File: config.mk
export PLATFORM = sky130hd
export DESIGN_NAME = capsel_top
export DESIGN_NICKNAME = d
export VERILOG_FILES = /design/src/inc/capsel_pkg.sv /design/src/rtl/capsel_top.sv /design/src/rtl/capsel_clk_div.sv
export SDC_FILE = /design/constraint.sdc
export NUM_CORES = 1
export LEC_CHECK = 0
export BUFFER_PORTS_ARGS = -buffer_cell sky130_fd_sc_hd__clkbuf_2
export CAP_MARGIN = 15
export CORE_MARGIN = 2
export CORE_UTILIZATION = 52
export CTS_CLUSTER_DIAMETER = 80
export CTS_CLUSTER_SIZE = 12
export DETAILED_ROUTE_END_ITERATION = 10
export PLACE_DENSITY_LB_ADDON = 0.1
export SYNTH_ARGS = -nofsm -noshare
export SYNTH_HDL_FRONTEND = slang
export SYNTH_SLANG_ARGS = --single-unit
File: constraint.sdc
create_clock -name clk -period 3 [get_ports clk]
set_clock_uncertainty 0.1 [all_clocks]
set_input_delay 0.15 -clock clk [delete_from_list [all_inputs] [get_ports clk]]
set_output_delay 0.15 -clock clk [all_outputs]
set_load 0.1 [all_outputs]
File: src/inc/capsel_pkg.sv
// package for the configurable auxiliary pin selector
// assumes a single 250 MHz clock and function codes loaded from configuration memory
package capsel_pkg;
  localparam int unsigned CAPSEL_NUM_PINS = 6;
  localparam int unsigned CAPSEL_NUM_GPIO_PINS = 4;
  localparam int unsigned CAPSEL_SEL_W = 5;
  // clock figures in kHz
  localparam int unsigned CAPSEL_SYS_CLK_KHZ = 250000;
  localparam int unsigned CAPSEL_FAST_KHZ = 24000;
  localparam int unsigned CAPSEL_MID_KHZ = 12000;
  localparam int unsigned CAPSEL_SLOW_KHZ = 6000;
  // half period in system cycles, rounded down, at least one
  localparam int unsigned CAPSEL_FAST_HALF = CAPSEL_SYS_CLK_KHZ / (2 * CAPSEL_FAST_KHZ);
  localparam int unsigned CAPSEL_MID_HALF = CAPSEL_SYS_CLK_KHZ / (2 * CAPSEL_MID_KHZ);
  localparam int unsigned CAPSEL_SLOW_HALF = CAPSEL_SYS_CLK_KHZ / (2 * CAPSEL_SLOW_KHZ);
  localparam int unsigned CAPSEL_DIV_W = 8;

  typedef enum logic [4:0] {
    CAPSEL_FN_TRISTATE = 5'h00,
    CAPSEL_FN_DRIVE1 = 5'h01,
    CAPSEL_FN_DRIVE0 = 5'h02,
    CAPSEL_FN_PWR_EN = 5'h03,
    CAPSEL_FN_SLEEP = 5'h04,
    CAPSEL_FN_CLK_FAST = 5'h05,
    CAPSEL_FN_CLK_MID = 5'h06,
    CAPSEL_FN_CLK_SLOW = 5'h07,
    CAPSEL_FN_GPIO = 5'h08,
    CAPSEL_FN_CHARGER = 5'h09,
    CAPSEL_FN_CHARGER_N = 5'h0a,
    CAPSEL_FN_BB_WR = 5'h0b,
    CAPSEL_FN_BB_RD = 5'h0c,
    CAPSEL_FN_TX_EMPTY = 5'h0d,
    CAPSEL_FN_RX_FULL = 5'h0e,
    CAPSEL_FN_BUS_POWER = 5'h0f,
    CAPSEL_FN_TIMESTAMP = 5'h10,
    CAPSEL_FN_KEEP_AWAKE = 5'h11
  } capsel_fn_t;

  localparam logic [CAPSEL_SEL_W-1:0] CAPSEL_SEL_RESET = 5'h00;
endpackage : capsel_pkg

File: src/rtl/capsel_top.sv
// configurable auxiliary pin selector: six pins, each with one function
// assumes function codes come from configuration memory and hold after load
//
// How it works
// - tri-state leaves pad undriven; drive options hold constant 1 or 0.
// - power enable low once configured, high again while suspended.
// - sleep indicator low during suspend, high otherwise.
// - clock options give 25, 12.5 or 6.25 MHz; stopped in suspend.
// - GPIO only selectable on first four pins; others on all six.
// - charger detect drives high while attached to a dedicated charger.
// - inverted charger detect is open drain, pulling low on charger.
// - write-strobe option outputs the active-low bit-bang write strobe.
// - read-strobe option outputs the active-low bit-bang read strobe.
// - transmit-empty option outputs the active-low transmit buffer empty flag.
// - receive-full option outputs the active-low receive buffer full flag.
// - bus-power sense option reads the pin as bus power present.
// - timestamp option toggles the pin on every start-of-frame.
// - keep-awake input, active low, blocks suspend while unplugged.
// - exactly six pins, each with own selection and drive strength.
// - flags report the host-to-i2c receive and i2c-to-host transmit buffers.
module capsel_top
  import capsel_pkg::*;
#(
  parameter int unsigned NUM_PINS = CAPSEL_NUM_PINS,
  parameter int unsigned NUM_GPIO = CAPSEL_NUM_GPIO_PINS
) (
  input wire logic clk,
  input wire logic reset,
  input wire logic config_memory_valid,
  input wire logic [NUM_PINS*CAPSEL_SEL_W-1:0] config_memory_sel,
  input wire logic [NUM_PINS-1:0] config_memory_strength,
  input wire logic usb_configured,
  input wire logic usb_suspend,
  input wire logic charger_attached,
  input wire logic bitbang_write_strobe_n,
  input wire logic bitbang_read_strobe_n,
  input wire logic tx_buffer_empty,
  input wire logic rx_buffer_full,
  input wire logic sof_received,
  input wire logic [NUM_PINS-1:0] gpio_out,
  input wire logic [NUM_PINS-1:0] gpio_oe_n,
  output logic [NUM_PINS-1:0] gpio_in,
  input wire logic [NUM_PINS-1:0] aux_config_pin_in,
  output logic [NUM_PINS-1:0] aux_config_pin_out,
  output logic [NUM_PINS-1:0] aux_config_pin_oe_n,
  output logic [NUM_PINS-1:0] aux_config_pin_strength,
  output logic power_enable_n,
  output logic bus_power_sense,
  output logic bus_power_sense_valid,
  output logic keep_awake,
  output logic config_loaded
);
  logic loaded_q;
  logic [NUM_PINS*CAPSEL_SEL_W-1:0] sel_q;
  logic [NUM_PINS-1:0] strength_q;
  logic stamp_q;
  logic power_en_n_q;
  logic [NUM_PINS-1:0] out_q;
  logic [NUM_PINS-1:0] oe_n_q;
  logic [NUM_PINS-1:0] in_q;
  logic vbus_q;
  logic vbus_valid_q;
  logic awake_q;
  logic clk_fast;
  logic clk_mid;
  logic clk_slow;

  // selections captured once after reset and frozen
  always_ff @(posedge clk or posedge reset) begin
    if (reset) begin
      loaded_q <= 1'b0;
      sel_q <= '0;
      strength_q <= '0;
    end else if (config_memory_valid && !loaded_q) begin
      loaded_q <= 1'b1;
      sel_q <= config_memory_sel;
      strength_q <= config_memory_strength;
    end
  end

  // power enable: low once configured, high while suspended
  wire logic power_en_n_d = ~(usb_configured & ~usb_suspend);

  always_ff @(posedge clk or posedge reset) begin
    if (reset) begin
      power_en_n_q <= 1'b1;
      stamp_q <= 1'b0;
    end else begin
      power_en_n_q <= power_en_n_d;
      if (sof_received) begin
        stamp_q <= ~stamp_q;
      end
    end
  end

  // pin clocks stop while suspended
  capsel_clk_div #(.HALF(CAPSEL_FAST_HALF)) u_div_fast (
    .clk(clk),
    .reset(reset),
    .stop(usb_suspend),
    .clk_out(clk_fast)
  );
  capsel_clk_div #(.HALF(CAPSEL_MID_HALF)) u_div_mid (
    .clk(clk),
    .reset(reset),
    .stop(usb_suspend),
    .clk_out(clk_mid)
  );
  capsel_clk_div #(.HALF(CAPSEL_SLOW_HALF)) u_div_slow (
    .clk(clk),
    .reset(reset),
    .stop(usb_suspend),
    .clk_out(clk_slow)
  );

  logic [NUM_PINS-1:0] out_d;
  logic [NUM_PINS-1:0] oe_n_d;
  logic [NUM_PINS-1:0] is_vbus;
  logic [NUM_PINS-1:0] is_awake;

  genvar gi;
  generate
    for (gi = 0; gi < NUM_PINS; gi++) begin : g_pin
      wire logic [CAPSEL_SEL_W-1:0] code = sel_q[gi*CAPSEL_SEL_W +: CAPSEL_SEL_W];
      wire logic gpio_ok = (gi < NUM_GPIO);
      logic o;
      logic oen;
      always_comb begin
        o = 1'b0;
        oen = 1'b1;
        if (loaded_q) begin
          case (code)
            CAPSEL_FN_TRISTATE: begin
              o = 1'b0;
              oen = 1'b1;
            end
            CAPSEL_FN_DRIVE1: begin
              o = 1'b1;
              oen = 1'b0;
            end
            CAPSEL_FN_DRIVE0: begin
              o = 1'b0;
              oen = 1'b0;
            end
            CAPSEL_FN_PWR_EN: begin
              o = power_en_n_q;
              oen = 1'b0;
            end
            CAPSEL_FN_SLEEP: begin
              o = ~usb_suspend;
              oen = 1'b0;
            end
            CAPSEL_FN_CLK_FAST: begin
              o = clk_fast;
              oen = 1'b0;
            end
            CAPSEL_FN_CLK_MID: begin
              o = clk_mid;
              oen = 1'b0;
            end
            CAPSEL_FN_CLK_SLOW: begin
              o = clk_slow;
              oen = 1'b0;
            end
            CAPSEL_FN_GPIO: begin
              // pins past the gpio range stay undriven
              o = gpio_ok ? gpio_out[gi] : 1'b0;
              oen = gpio_ok ? gpio_oe_n[gi] : 1'b1;
            end
            CAPSEL_FN_CHARGER: begin
              o = charger_attached;
              oen = 1'b0;
            end
            CAPSEL_FN_CHARGER_N: begin
              o = 1'b0;
              oen = ~charger_attached;
            end
            CAPSEL_FN_BB_WR: begin
              o = bitbang_write_strobe_n;
              oen = 1'b0;
            end
            CAPSEL_FN_BB_RD: begin
              o = bitbang_read_strobe_n;
              oen = 1'b0;
            end
            CAPSEL_FN_TX_EMPTY: begin
              o = ~tx_buffer_empty;
              oen = 1'b0;
            end
            CAPSEL_FN_RX_FULL: begin
              o = ~rx_buffer_full;
              oen = 1'b0;
            end
            CAPSEL_FN_TIMESTAMP: begin
              o = stamp_q;
              oen = 1'b0;
            end
            default: begin
              o = 1'b0;
              oen = 1'b1;
            end
          endcase
        end
      end
      assign out_d[gi] = o;
      assign oe_n_d[gi] = oen;
      assign is_vbus[gi] = loaded_q && (code == CAPSEL_FN_BUS_POWER);
      assign is_awake[gi] = loaded_q && (code == CAPSEL_FN_KEEP_AWAKE);
    end
  endgenerate

  // any pin chosen as bus-power sense reports high; keep-awake is active low
  wire logic vbus_d = |(is_vbus & aux_config_pin_in);
  wire logic awake_d = |(is_awake & ~aux_config_pin_in);

  always_ff @(posedge clk or posedge reset) begin
    if (reset) begin
      out_q <= '0;
      oe_n_q <= '1;
      in_q <= '0;
      vbus_q <= 1'b0;
      vbus_valid_q <= 1'b0;
      awake_q <= 1'b0;
    end else begin
      out_q <= out_d;
      oe_n_q <= oe_n_d;
      in_q <= aux_config_pin_in;
      vbus_q <= vbus_d;
      vbus_valid_q <= |is_vbus;
      awake_q <= awake_d;
    end
  end

  assign aux_config_pin_out = out_q;
  assign aux_config_pin_oe_n = oe_n_q;
  assign aux_config_pin_strength = strength_q;
  assign gpio_in = in_q;
  assign power_enable_n = power_en_n_q;
  assign bus_power_sense = vbus_q;
  assign bus_power_sense_valid = vbus_valid_q;
  assign keep_awake = awake_q;
  assign config_loaded = loaded_q;
endmodule : capsel_top

File: src/rtl/capsel_clk_div.sv
// square-wave divider producing one pin clock from the system clock
// assumes the single system clock; stop holds the output low
module capsel_clk_div
  import capsel_pkg::*;
#(
  parameter int unsigned HALF = 5
) (
  input wire logic clk,
  input wire logic reset,
  input wire logic stop,
  output logic clk_out
);
  logic [CAPSEL_DIV_W-1:0] cnt_q;
  logic clk_q;
  wire logic wrap = (cnt_q == CAPSEL_DIV_W'(HALF - 1));

  always_ff @(posedge clk or posedge reset) begin
    if (reset) begin
      cnt_q <= '0;
      clk_q <= 1'b0;
    end else if (stop) begin
      cnt_q <= '0;
      clk_q <= 1'b0;
    end else if (wrap) begin
      cnt_q <= '0;
      clk_q <= ~clk_q;
    end else begin
      cnt_q <= cnt_q + 1'b1;
    end
  end

  assign clk_out = clk_q;
endmodule : capsel_clk_div

* Yosys cells after proc, flatten, opt, wreduce, memory -nomap -nowiden *
Cells that the tools add are included.

word-level totals
  flip-flop bits (word level) = 87
  bits of input ports = 65
  output and inout bits = 29
  word-level logic and storage cells = 198

cells by class
  $add $sub $neg = 3
  equal/unequal tests = 103
  muxes and demuxes = 36
  bitwise logic cells = 13
  reduce and logical (&&, ||, !) cells = 26

operators by type and width
  kind                                                             count
  5-bit by 4-bit == test with 1-bit output, second input constant  46
  5-bit by 3-bit == test with 1-bit output, second input constant  24
  13-bit OR reduction                                              6
  5-bit by 2-bit == test with 1-bit output, second input constant  12
  5-bit == test, second input constant                             12
  1-bit case mux with 13 select lines                              4
  8-bit 2-to-1 mux                                                 6
  5-bit by 1-bit == test with 1-bit output, second input constant  6
  8-bit by 1-bit adder with 8-bit output, second input constant    3
  1-bit case mux with 12 select lines                              2
  1-bit 2-to-1 mux                                                 18
  6-bit OR reduction                                               3
  1-bit logical AND                                                13
  6-bit bitwise AND                                                2
  1-bit case mux with 3 select lines                               4
  1-bit inverter                                                   9
  8-bit by 3-bit == test with 1-bit output, second input constant  1
  8-bit by 4-bit == test with 1-bit output, second input constant  1
  8-bit by 5-bit == test with 1-bit output, second input constant  1
  6-bit inverter                                                   1
  2-bit nonzero test                                               3
  1-bit case mux with 2 select lines                               2
  1-bit bitwise AND                                                1
  1-bit logical NOT                                                1

* Depth between registers and ports, before layout *
Gate-level depths: netlist of the first run.

  depth after elaboration = 4
  depth in mapped cells = 6
  gate-level depth less buffers = 6

* Modules after synthesis *
A second synthesis of the first run with hierarchy kept.

second synthesis, totals
  cell total of the unflattened synthesis = 501
  area, all modules = 4835.9 sq um

modules (own cells, without submodules)
  module                        instances  cells each  area an instance (sq um)  sequential area each (sq um)
  capsel_top                    1          359         3413.3                    1510.2
  capsel_clk_div at u_div_fast  1          49          495.5                     225.2
  capsel_clk_div at u_div_slow  1          47          474.2                     225.2
  capsel_clk_div at u_div_mid   1          46          452.9                     225.2

* Least setup slack after synthesis of the first run *
Ideal clock, no wire load.

  kind = flip-flop to flip-flop
  start = register loaded_q, in the netlist config_loaded
  end = register strength_q[0], in the netlist aux_config_pin_strength[0]
  setup time = 0.125 ns
  arrival = 1.723 ns
  required time = 2.775 ns
  path slack = 1.051 ns
  stages on the path, launching flop included = 5
  path buffers = 2
  period minus slack after synthesis = 1.949 ns
  cell sequence = dfrtp_1 > nor2b_1 > clkbuf_1 > buf_2 > mux2_2

between the ends
  longest elaborated chain between the ends = 2

RTL lines
  item                      line              text
  start: declaration        capsel_top.sv:53  logic loaded_q;
  start signal: assignment  capsel_top.sv:71  loaded_q <= 1'b0;
  start signal: assignment  capsel_top.sv:75  loaded_q <= 1'b1;
  1-bit logical NOT         capsel_top.sv:74  end else if (config_memory_valid && !loaded_q) begin
  1-bit logical AND         capsel_top.sv:74
  end signal: assignment    capsel_top.sv:77  strength_q <= config_memory_strength;
  end: declaration          capsel_top.sv:55  logic [NUM_PINS-1:0] strength_q;

Every way passes these cells.
A chain may end at the register's enable or synchronous reset.

* Final worst setup path of the first run *
  start = register loaded_q, in the netlist config_loaded
  end = output config_loaded

RTL lines
  item              line              text
  end: declaration  capsel_top.sv:51  output logic config_loaded

No word-level cell between the ends.

==> results of run 1 <==
-- registers in the layout, summed over array words and instances (netlist names) --
signal and cells:
aux_config_pin_oe_n 6, aux_config_pin_out 6, aux_config_pin_strength 6, bus_power_sense 1
bus_power_sense_valid 1, config_loaded 1, gpio_in 6, keep_awake 1
power_enable_n 1, sel_q 30, stamp_q 1, u_div_fast.clk_out 1
u_div_fast.cnt_q 8, u_div_mid.clk_out 1, u_div_mid.cnt_q 8, u_div_slow.clk_out 1
u_div_slow.cnt_q 8
-- Yosys cell counts (2+ instances only) --
cell and instances:
a211oi_1 6, a21oi_1 16, a22oi_1 6, a31oi_1 5
and3_1 7, buf_2 17, clkbuf_1 17, dfrtp_1 80
dfstp_2 7, ha_1 5, inv_1 16, mux2_2 33
mux2i_1 6, nand2_1 28, nand2b_1 8, nand3_1 17
nand3b_1 4, nand4_1 9, nand4b_1 4, nor2_1 43
nor2b_1 7, nor3_1 19, nor3b_1 4, nor4_1 2
nor4b_1 6, o2111ai_1 2, o211ai_1 3, o21ai_0 22
o22ai_1 4, o31a_1 4, or2_2 2, or3_1 4
xnor2_1 6, xor2_1 15
-- through the flow --
stage | cells | instance area [um^2] | worst slack (ps) | hold slack (ps)
floorplan | 461 | 4580 | 511 | 81.4
global route | 689 | 5740 | 1040 | 64.1
global placement | 627 | 5050 | 1280 | 175
detailed placement | 627 | 5050 | 1250 | 190
CTS | 689 | 5740 | 1100 | 70.8
finish | 689 | 5740 | 1110 | 66.8
-- final cells by class --
cell class	instances	area (um^2)
Tap cell	108	135
Multi-Input combinational cell	322	2170
Timing Repair Buffer	139	948
Clock buffer	12	135
Sequential cell	87	2190
Fill cell	711	2900
Clock inverter	4	95.1
Inverter	17	65.1
-- power groups by stage --
stage	Combinational, mW	Clock, mW	Sequential, mW
6_report	0.942	0.961	1.50
5_1_grt	1.00	1.03	1.53
4_1_cts	0.944	0.970	1.50
3_5_place_dp	0.894	0	1.52
3_3_place_gp	0.885	0	1.51
2_1_floorplan	0.399	0	1.82
-- worst paths after layout --
kind	start	end	slack [ps]	depth (start not counted)
max in group asynchronous	reset	aux_config_pin_oe_n[2]$_DFF_PP1_	1740	4
min in group asynchronous	reset	u_div_fast.cnt_q[6]$_DFF_PP0_	310	3
worst max register to register	config_loaded$_DFFE_PP0P_	bus_power_sense$_DFF_PP0_	1200	3
worst min-delay path	gpio_oe_n[3]	aux_config_pin_oe_n[3]$_DFF_PP1_	70	4
worst min register to register	u_div_fast.cnt_q[0]$_DFF_PP0_	u_div_fast.cnt_q[0]$_DFF_PP0_	400	1
worst max-delay path	config_loaded$_DFFE_PP0P_	config_loaded	1110	1
-- per-layer routing --
metal	part of all wire [%]	up-vias	track usage, %
met2	48	134	39.8
met5	0	-	0
li1	-	1878	-
met3	5.3	17	4.01
met4	1.8	0	9.19
met1	45	1908	34.4
-- cell families (layout without fill, tap and decap cells) --
kind of cell / after synthesis / count (layout)
simple gates: 169 / 169
buf+inv: 52 / 172
mux: 40 / 40
xor+xnor: 21 / 21
fa+ha+maj: 5 / 5
compound gates: 87 / 87
flops: 87 / 87
==> impl_metrics.py, run 1 <==
metrics = {
    "cells_and_area": {
        "diodes": 0,
        "fin_nets": 646,
        "postLayoutCoreUtil_pct": 66.4,
        "mostFrequentLayoutCells": "clkbuf_2, dfrtp_1, dlygate4sd3_1",
        "drive_above_1_share_pct": 26.3,
        "final_common_cell": "clkbuf_2",
        "area_growth_pct": 25.4,
    },
    "clock_network": {
        "clkSlewWorstSetupHoldPaths_ps": 80,
        "worstSkewPairLatency_ps": 370,
        "clk_root_buffer_cell": "clkbuf_8",
        "clk_path_buf_depth": 2,
        "numCtsBuffers": 9,
        "cts_htree_levels": 3,
        "cts_num_sinks": 87,
        "cts_tree": "done",
        "postCtsSetupRepairBufs": 0,
        "cts-hold-fix-buffers": 46,
        "ctsResizeCount": 0,
    },
    "synth": {
        "synth_top_family_by_area": "simple AND/OR/NAND/NOR gates",
        "synth_compound_area_share_pct": 12.7,
        "synth-simple-area-share_pct": 19.3,
        "synthArstFlopShare_pct": 100,
        "syn_inst": 461,
        "synth-xor-area-share_pct": 4.02,
        "yosys.area.top_type": "dfrtp_1",
        "netlist_area_um2": 4580,
        "syn_area_per_cell_um2": 9.93,
        "yosys_warnings": 0,
        "syn_nets": 531,
        "synth_cell_types": 61,
        "ys_top_cells_by_area": "dfrtp_1, mux2_2, dfstp_2, nor2_1, xor2_1",
        "synth_seq_cells": 87,
        "synth_edf_count": 0,
        "synth_mux_area_share_pct": 9.93,
        "synthAdderAreaFrac_pct": 1.37,
        "ys_seq_area_share_pct": 47.8,
        "yosysTopAreaCellShare_pct": 43.8,
        "ys.flop_type": "dfrtp_1",
    },
    "detailed_routing": {
        "vias_per_cell": 5.71,
        "drc_errors": 0,
        "drt_iter0_drc": 200,
        "final_antenna_net_count": 0,
        "vias": 3937,
        "wire_per_inst_um": 16.6,
        "routed_wl_um": 11400,
        "first_pass_iters": 5,
    },
    "critical_path": {
        "arrival_ps": 1640,
        "start_kind": "flip-flop",
        "required_ps": 2750,
        "worstSetupPathType": "reg -> out",
        "cp-end-kind": "output pin",
        "cp.buffers_inverters": 1,
        "worstPathMaxFanout": 15,
        "critPathMaxStageDelay_ps": 720,
        "cp_top_family": "flip-flops",
        "path_cells": "clkbuf_2",
        "crit_slowest_cell": "dfrtp_1",
    },
    "sta": {
        "rsz0062_at_grt": "no",
        "finalMaxSlewViolations": 0,
        "max_slew_margin_pct": 49.4,
        "hold_viol_final": 0,
        "tightestPinTransition_ps": 759,
        "setup_tns_ps": 0,
        "final.period_utilization_pct": 63.1,
        "fmax_mhz": 528,
        "period_needed_ps": 1890,
        "setup_violations": 0,
    },
    "grt": {
        "antenna_found_initial": 0,
        "grt_start_max_net_pins": 47,
        "grt_overflow": 0,
        "grtUsageTotal_pct": 24.8,
        "first_global_vias": 3808,
        "grt_pass1_wl_um": 19000,
    },
    "power": {
        "leakage_nw": 2.58,
        "pwr-share-clk_pct": 28.2,
        "switchingPower_mw": 1.25,
        "p_sw_share_pct": 36.9,
        "vdd_drop_max_mv": 0.273,
        "combPwrFrac_pct": 27.7,
        "p_seq_share_pct": 44.1,
        "p_int_mw": 2.15,
        "p_per_area_nw_per_um2": 593,
        "totalPowerFinal_mw": 3.40,
    },
    "floorplanning": {
        "initial_core_util_pct": 53.0,
        "core_area_um2": 8640,
        "ioPinCount": 94,
        "chipWidth_um": 97.8,
        "die_y_um": 97.8,
        "dieArea_um2": 9570,
        "rows": 34,
    },
    "placed_design": {
        "io_buffers": 89,
        "place_congestion": 0.865,
        "dp_hpwl_um": 7790,
    },
    "outcome": {
        "status": "finished, final reports clean",
    },
    "flow_run": {
        "maxCapViolCount": 0,
    },
    "worst_hold_path": {
        "hp-class": "in -> reg",
    },
}
Power figures use the tool's default switching activity.
==> run 2: changes to the inputs <==
==> constraint.sdc (replaced) <==
create_clock -name clk -period 1.8 [get_ports clk]
set_clock_uncertainty 0.1 [all_clocks]
set_input_delay 0.09 -clock clk [delete_from_list [all_inputs] [get_ports clk]]
set_output_delay 0.09 -clock clk [all_outputs]
set_load 0.1 [all_outputs]
==> run 2 against run 1 <==
Against the previous run: register-to-register slack got worse by 1100 ps; final cell count rose by 1.2%; combinational power rose by 72%; sequential share of layout area fell by 0.35 points; design area rose by 0.98%; routed wire length rose by 3.1%; via count rose by 1.1%; global-route usage rose by 1.2 points; flip-flop and latch count did not move; critical path type unchanged; highest routed layer unchanged.
==> impl_metrics.py, run 2 (same netlist as run 1, synthesis figures left out) <==
metrics = {
    "outcome": {
        "status": "finished, final reports clean",
    },
    "grt": {
        "met2_usage_pct": 41.5,
        "grt_overflow": 0,
        "first_global_vias": 3981,
        "grt_pass1_wl_um": 19900,
        "top_usage_layer": "met2",
        "antenna_found_initial": 0,
        "met1_usage_pct": 36.2,
        "use_met3_pct": 4.72,
        "grtUsageTotal_pct": 26.0,
        "grt_start_max_net_pins": 27,
    },
    "floorplanning": {
        "die_y_um": 97.8,
        "rows": 34,
        "dieArea_um2": 9570,
        "core_area_um2": 8640,
        "chipWidth_um": 97.8,
        "ioPinCount": 94,
        "initial_core_util_pct": 53.0,
    },
    "placed_design": {
        "dp.cells": 635,
        "dp_hpwl_um": 7870,
        "io_buffers": 89,
        "place_congestion": 0.921,
    },
    "clock_network": {
        "numCtsBuffers": 9,
        "clk_path_buf_depth": 2,
        "postCtsSetupRepairBufs": 0,
        "cts_tree": "done",
        "cts_htree_levels": 3,
        "clk_root_buffer_cell": "clkbuf_8",
        "clkSlewWorstSetupHoldPaths_ps": 90,
        "worstSkewPairLatency_ps": 360,
        "cts_num_sinks": 87,
    },
    "critical_path": {
        "critPathMaxStageDelay_ps": 650,
        "arrival_ps": 1530,
        "worstSetupPathType": "reg -> out",
        "path_cells": "buf_2",
        "required_ps": 1610,
        "start_kind": "flip-flop",
        "worstPathMaxFanout": 20,
        "crit_slowest_cell": "dfrtp_2",
        "cp_top_family": "flip-flops",
        "cp-end-kind": "output pin",
        "cp.buffers_inverters": 1,
    },
    "cells_and_area": {
        "fin_nets": 654,
        "largest_reg_flops": 30,
        "diodes": 0,
        "final_cells": 697,
        "ff_latch_area_um2": 2190,
        "multi_input_area_um2": 2180,
        "mostFrequentLayoutCells": "clkbuf_2, dfrtp_1, dlygate4sd3_1",
        "nFillCells": 680,
        "area_growth_pct": 26.6,
        "largest-register": "sel_q",
        "final_common_cell": "clkbuf_2",
        "drive_above_1_share_pct": 27.7,
    },
    "detailed_routing": {
        "drt_iter0_drc": 203,
        "vias": 3979,
        "final_antenna_net_count": 0,
        "drc_errors": 0,
        "first_pass_iters": 4,
        "vias_per_cell": 5.71,
        "wire_per_inst_um": 16.9,
        "routed_wl_um": 11800,
    },
    "sta": {
        "max_slew_margin_pct": 61.7,
        "rsz0062_at_grt": "no",
        "final.period_utilization_pct": 95.3,
        "finalMaxSlewViolations": 0,
        "hold_viol_final": 0,
        "setup_violations": 0,
        "fmax_mhz": 583,
        "period_needed_ps": 1720,
        "setup_tns_ps": 0,
        "tightestPinTransition_ps": 574,
    },
    "flow_run": {
        "maxCapViolCount": 0,
    },
    "power": {
        "vdd_drop_max_mv": 0.623,
        "p_per_area_nw_per_um2": 939,
        "leakage_nw": 2.60,
    },
    "worst_hold_path": {
        "hp-class": "in -> reg",
    },
}
## run 2: changes by cell type in the layout (fill, tap and decap cells not counted), sizes merged
cell,previous run,this run
buf,4,13
bufinv,3,1
clkinvlp,0,2
clkbuf,101,100
## run 2: path summary, 6_finish.rpt
kind | start | end | slack, ps | cells after the start
max | config_loaded$_DFFE_PP0P_ | config_loaded | 80 | 1
min | gpio_oe_n[3] | aux_config_pin_oe_n[3]$_DFF_PP1_ | 10 | 4
max reg2reg | sel_q[16]$_DFFE_PP0P_ | aux_config_pin_out[3]$_DFF_PP0_ | 150 | 4
min reg2reg | u_div_slow.cnt_q[0]$_DFF_PP0_ | u_div_slow.cnt_q[0]$_DFF_PP0_ | 390 | 1
max in group asynchronous | reset | u_div_mid.cnt_q[7]$_DFF_PP0_ | 760 | 4
min in group asynchronous | reset | u_div_fast.clk_out$_DFFE_PP0P_ | 220 | 3
## run 2: final cells by class
class                      instances  area share (%)
sequential                        87            37.7
multi-input combinational        322            37.6
timing repair buffer             147            18.1
clock buffer                      12            2.33
tap                              108            2.33
inverter                          17            1.17
clock inverter                     4           0.821
## run 2: routing by layer
layer	share of wire [%]	vias to the layer above	wire length, um
met1	44	1907	5220
met5	0	-	0
met2	48	159	5640
met3	6.3	14	742
li1	-	1899	-
met4	1.3	0	151
## run 2: timing repair
action | CTS | global route
hold endpoints to repair | 65 | 0
setup endpoints to repair | 0 | 2
hold buffers | 46 | 0
resized for setup | 0 | 2
## run 2: report_power, final
part / internal [mW] / switching [mW] / total, mW / leakage (nW)
clock network: 0.640 / 0.699 / 1.34 / 0.0904
logic: 0.501 / 1.12 / 1.62 / 1.42
registers: 2.18 / 0.303 / 2.48 / 1.09
## run 2: through the flow
step	total power [mW]	hold slack [ps]	instance area, um^2	worst slack, ps	util [%]
2_1_floorplan	3.70	21.4	4580	48.6	-
3_3_place_gp	4.01	62.0	5150	231	59.6
3_5_place_dp	4.04	62.8	5150	190	59.6
4_1_cts	5.45	7.05	5790	58.8	67.1
5_1_grt	5.71	13.2	5790	16.1	67.1
6_report	5.44	11.3	5790	84.0	67.1
==> run 3: changes to the inputs <==
--- a/config.mk
+++ b/config.mk
@@ -12,7 +12,7 @@
 export CTS_CLUSTER_DIAMETER = 80
 export CTS_CLUSTER_SIZE = 12
 export DETAILED_ROUTE_END_ITERATION = 10
-export PLACE_DENSITY_LB_ADDON = 0.1
+export PLACE_DENSITY = 0.75
 export SYNTH_ARGS = -nofsm -noshare
 export SYNTH_HDL_FRONTEND = slang
 export SYNTH_SLANG_ARGS = --single-unit
==> run 3 against run 2 <==
Against the previous run: sequential share of layout area increased by 0.20 points; power fell by 0.29%; setup slack better by 40 ps; final cell count shrank 0.29%; flip-flop and latch count did not move; fmax grew 2.4%; first-iteration DRC count up 44%; utilization decreased by 0.36 points; clock power barely moved; combinational power barely moved; critical path type unchanged; critical endpoint is now power_enable_n; largest cell class unchanged; largest power group unchanged.
==> impl_metrics.py, run 3 (same netlist as run 1, synthesis figures left out) <==
metrics = {
    "detailed_routing": {
        "vias_per_cell": 5.82,
        "final_antenna_net_count": 0,
        "routed_wl_um": 11300,
        "drt_iter0_drc": 292,
        "first_pass_iters": 5,
        "wire_per_inst_um": 16.3,
        "vias": 4048,
        "drc_errors": 0,
    },
    "cells_and_area": {
        "diodes": 0,
        "drive_above_1_share_pct": 27.8,
        "nFillCells": 707,
        "final_cells": 695,
        "largest-register": "sel_q",
        "area_growth_pct": 26.0,
        "final_common_cell": "clkbuf_2",
        "mostFrequentLayoutCells": "clkbuf_2, dfrtp_1, dlygate4sd3_1",
        "fin_nets": 652,
        "largest_reg_flops": 30,
    },
    "power": {
        "leakage_nw": 2.58,
        "p_per_area_nw_per_um2": 942,
        "totalPowerFinal_mw": 5.43,
        "vdd_drop_max_mv": 0.646,
    },
    "clock_network": {
        "worstSkewPairLatency_ps": 380,
        "clkSlewWorstSetupHoldPaths_ps": 90,
        "cts_tree": "done",
        "cts_num_sinks": 87,
        "clk_path_buf_depth": 2,
        "cts_htree_levels": 3,
        "numCtsBuffers": 9,
        "clk_root_buffer_cell": "clkbuf_8",
        "postCtsSetupRepairBufs": 0,
    },
    "grt": {
        "grtUsageTotal_pct": 24.6,
        "first_global_vias": 3866,
        "grt_pass1_wl_um": 18800,
        "grt_start_max_net_pins": 88,
        "antenna_found_initial": 0,
        "grt_overflow": 0,
    },
    "floorplanning": {
        "chipWidth_um": 97.8,
        "dieArea_um2": 9570,
        "die_y_um": 97.8,
        "ioPinCount": 94,
        "initial_core_util_pct": 53.0,
        "rows": 34,
        "core_area_um2": 8640,
    },
    "flow_run": {
        "maxCapViolCount": 0,
    },
    "critical_path": {
        "reg2reg_from": "sel_q[17]$_DFFE_PP0P_",
        "cp-end-kind": "output pin",
        "arrival_ps": 1490,
        "r2r_end": "aux_config_pin_out[3]$_DFF_PP0_",
        "start_kind": "flip-flop",
        "reg2regPathDepth": 4,
        "required_ps": 1610,
        "critPathMaxStageDelay_ps": 630,
        "cp.buffers_inverters": 1,
        "reg2reg_slack_ps": 160,
        "path_cells": "clkbuf_2",
        "worstSetupPathType": "reg -> out",
        "cp_top_family": "flip-flops",
        "worstPathMaxFanout": 6,
        "crit_slowest_cell": "dfstp_2",
    },
    "placed_design": {
        "io_buffers": 89,
        "dp.cells": 632,
        "place_congestion": 0.876,
        "dp_hpwl_um": 7590,
    },
    "sta": {
        "setup_violations": 0,
        "period_needed_ps": 1680,
        "fmax_mhz": 597,
        "max_slew_margin_pct": 63.8,
        "setup_tns_ps": 0,
        "final.period_utilization_pct": 93.1,
        "tightestPinTransition_ps": 546,
        "rsz0062_at_grt": "no",
        "whs_ps": 19.9,
        "hold_viol_final": 0,
        "finalMaxSlewViolations": 0,
    },
    "worst_hold_path": {
        "hp-class": "in -> reg",
        "whs_endpoint": "aux_config_pin_oe_n[3]$_DFF_PP1_",
        "hold_start": "gpio_oe_n[3]",
        "hold_depth": 4,
    },
    "outcome": {
        "status": "finished, final reports clean",
    },
}
-- run 3: cell types whose count changed in the layout (fill, tap and decap cells not counted), moves of 2 or more --
cell and delta:
inv_6 +2, buf_12 -2, inv_8 +2, clkinv_2 -2
clkbuf_1 -3
-- run 3: power breakdown --
group	internal (mW)	switching [mW]	leakage, nW
registers	2.18	0.303	1.09
clock network	0.532	0.774	0.0903
logic	0.509	1.13	1.40
total	3.22	2.21	2.58
-- run 3: layout make-up --
type / instances / area [um^2] / area share (%)
inverter: 17 / 67.6 / 1.17
tap: 108 / 135 / 2.34
clock inverter: 7 / 63.8 / 1.11
timing repair buffer: 145 / 1010 / 17.5
sequential: 87 / 2190 / 38.0
clock buffer: 9 / 124 / 2.15
multi-input combinational: 322 / 2180 / 37.8
-- run 3: how the worst max path moves through the flow --
stage                                    from                                      to  slack, ps  cells past startpoint
floorplan           config_loaded$_DFFE_PP0P_  aux_config_pin_strength[0]$_DFFE_PP0P_         50                      4
global placement        sel_q[17]$_DFFE_PP0P_         aux_config_pin_out[3]$_DFF_PP0_        220                      4
detailed placement       sel_q[0]$_DFFE_PP0P_         aux_config_pin_out[0]$_DFF_PP0_        180                      5
CTS                  power_enable_n$_DFF_PP1_                          power_enable_n        110                      1
global route             sel_q[0]$_DFFE_PP0P_         aux_config_pin_out[0]$_DFF_PP0_         40                      5
finish               power_enable_n$_DFF_PP1_                          power_enable_n        120                      1
-- run 3: layer usage --
metal	share of wire (%)	vias up	wire length [um]	global-route usage [%]
met4	2.6	0	293	9.94
met5	0	-	0	0
met2	48	153	5500	40.1
li1	-	1898	-	-
met1	43	1969	4860	32.8
met3	6.0	28	685	4.65
-- run 3: repair_timing --
| action | 4_1_cts | 5_1_grt |
|---|---|---|
| gates resized for setup | 0 | 2 |
| hold buffers | 47 | 0 |
| endpoints found under the hold margin | 131 | 0 |
| setup endpoints to repair | 0 | 2 |
-- run 3: through the flow --
| stage | utilization (%) | worst slack (ps) | instance area (um^2) |
|---|---|---|---|
| floorplan | - | 48.6 | 4580 |
| global placement | 59.1 | 215 | 5100 |
| detailed placement | 59.1 | 179 | 5100 |
| CTS | 66.7 | 114 | 5760 |
| global route | 66.7 | 43.6 | 5760 |
| finish | 66.7 | 124 | 5760 |
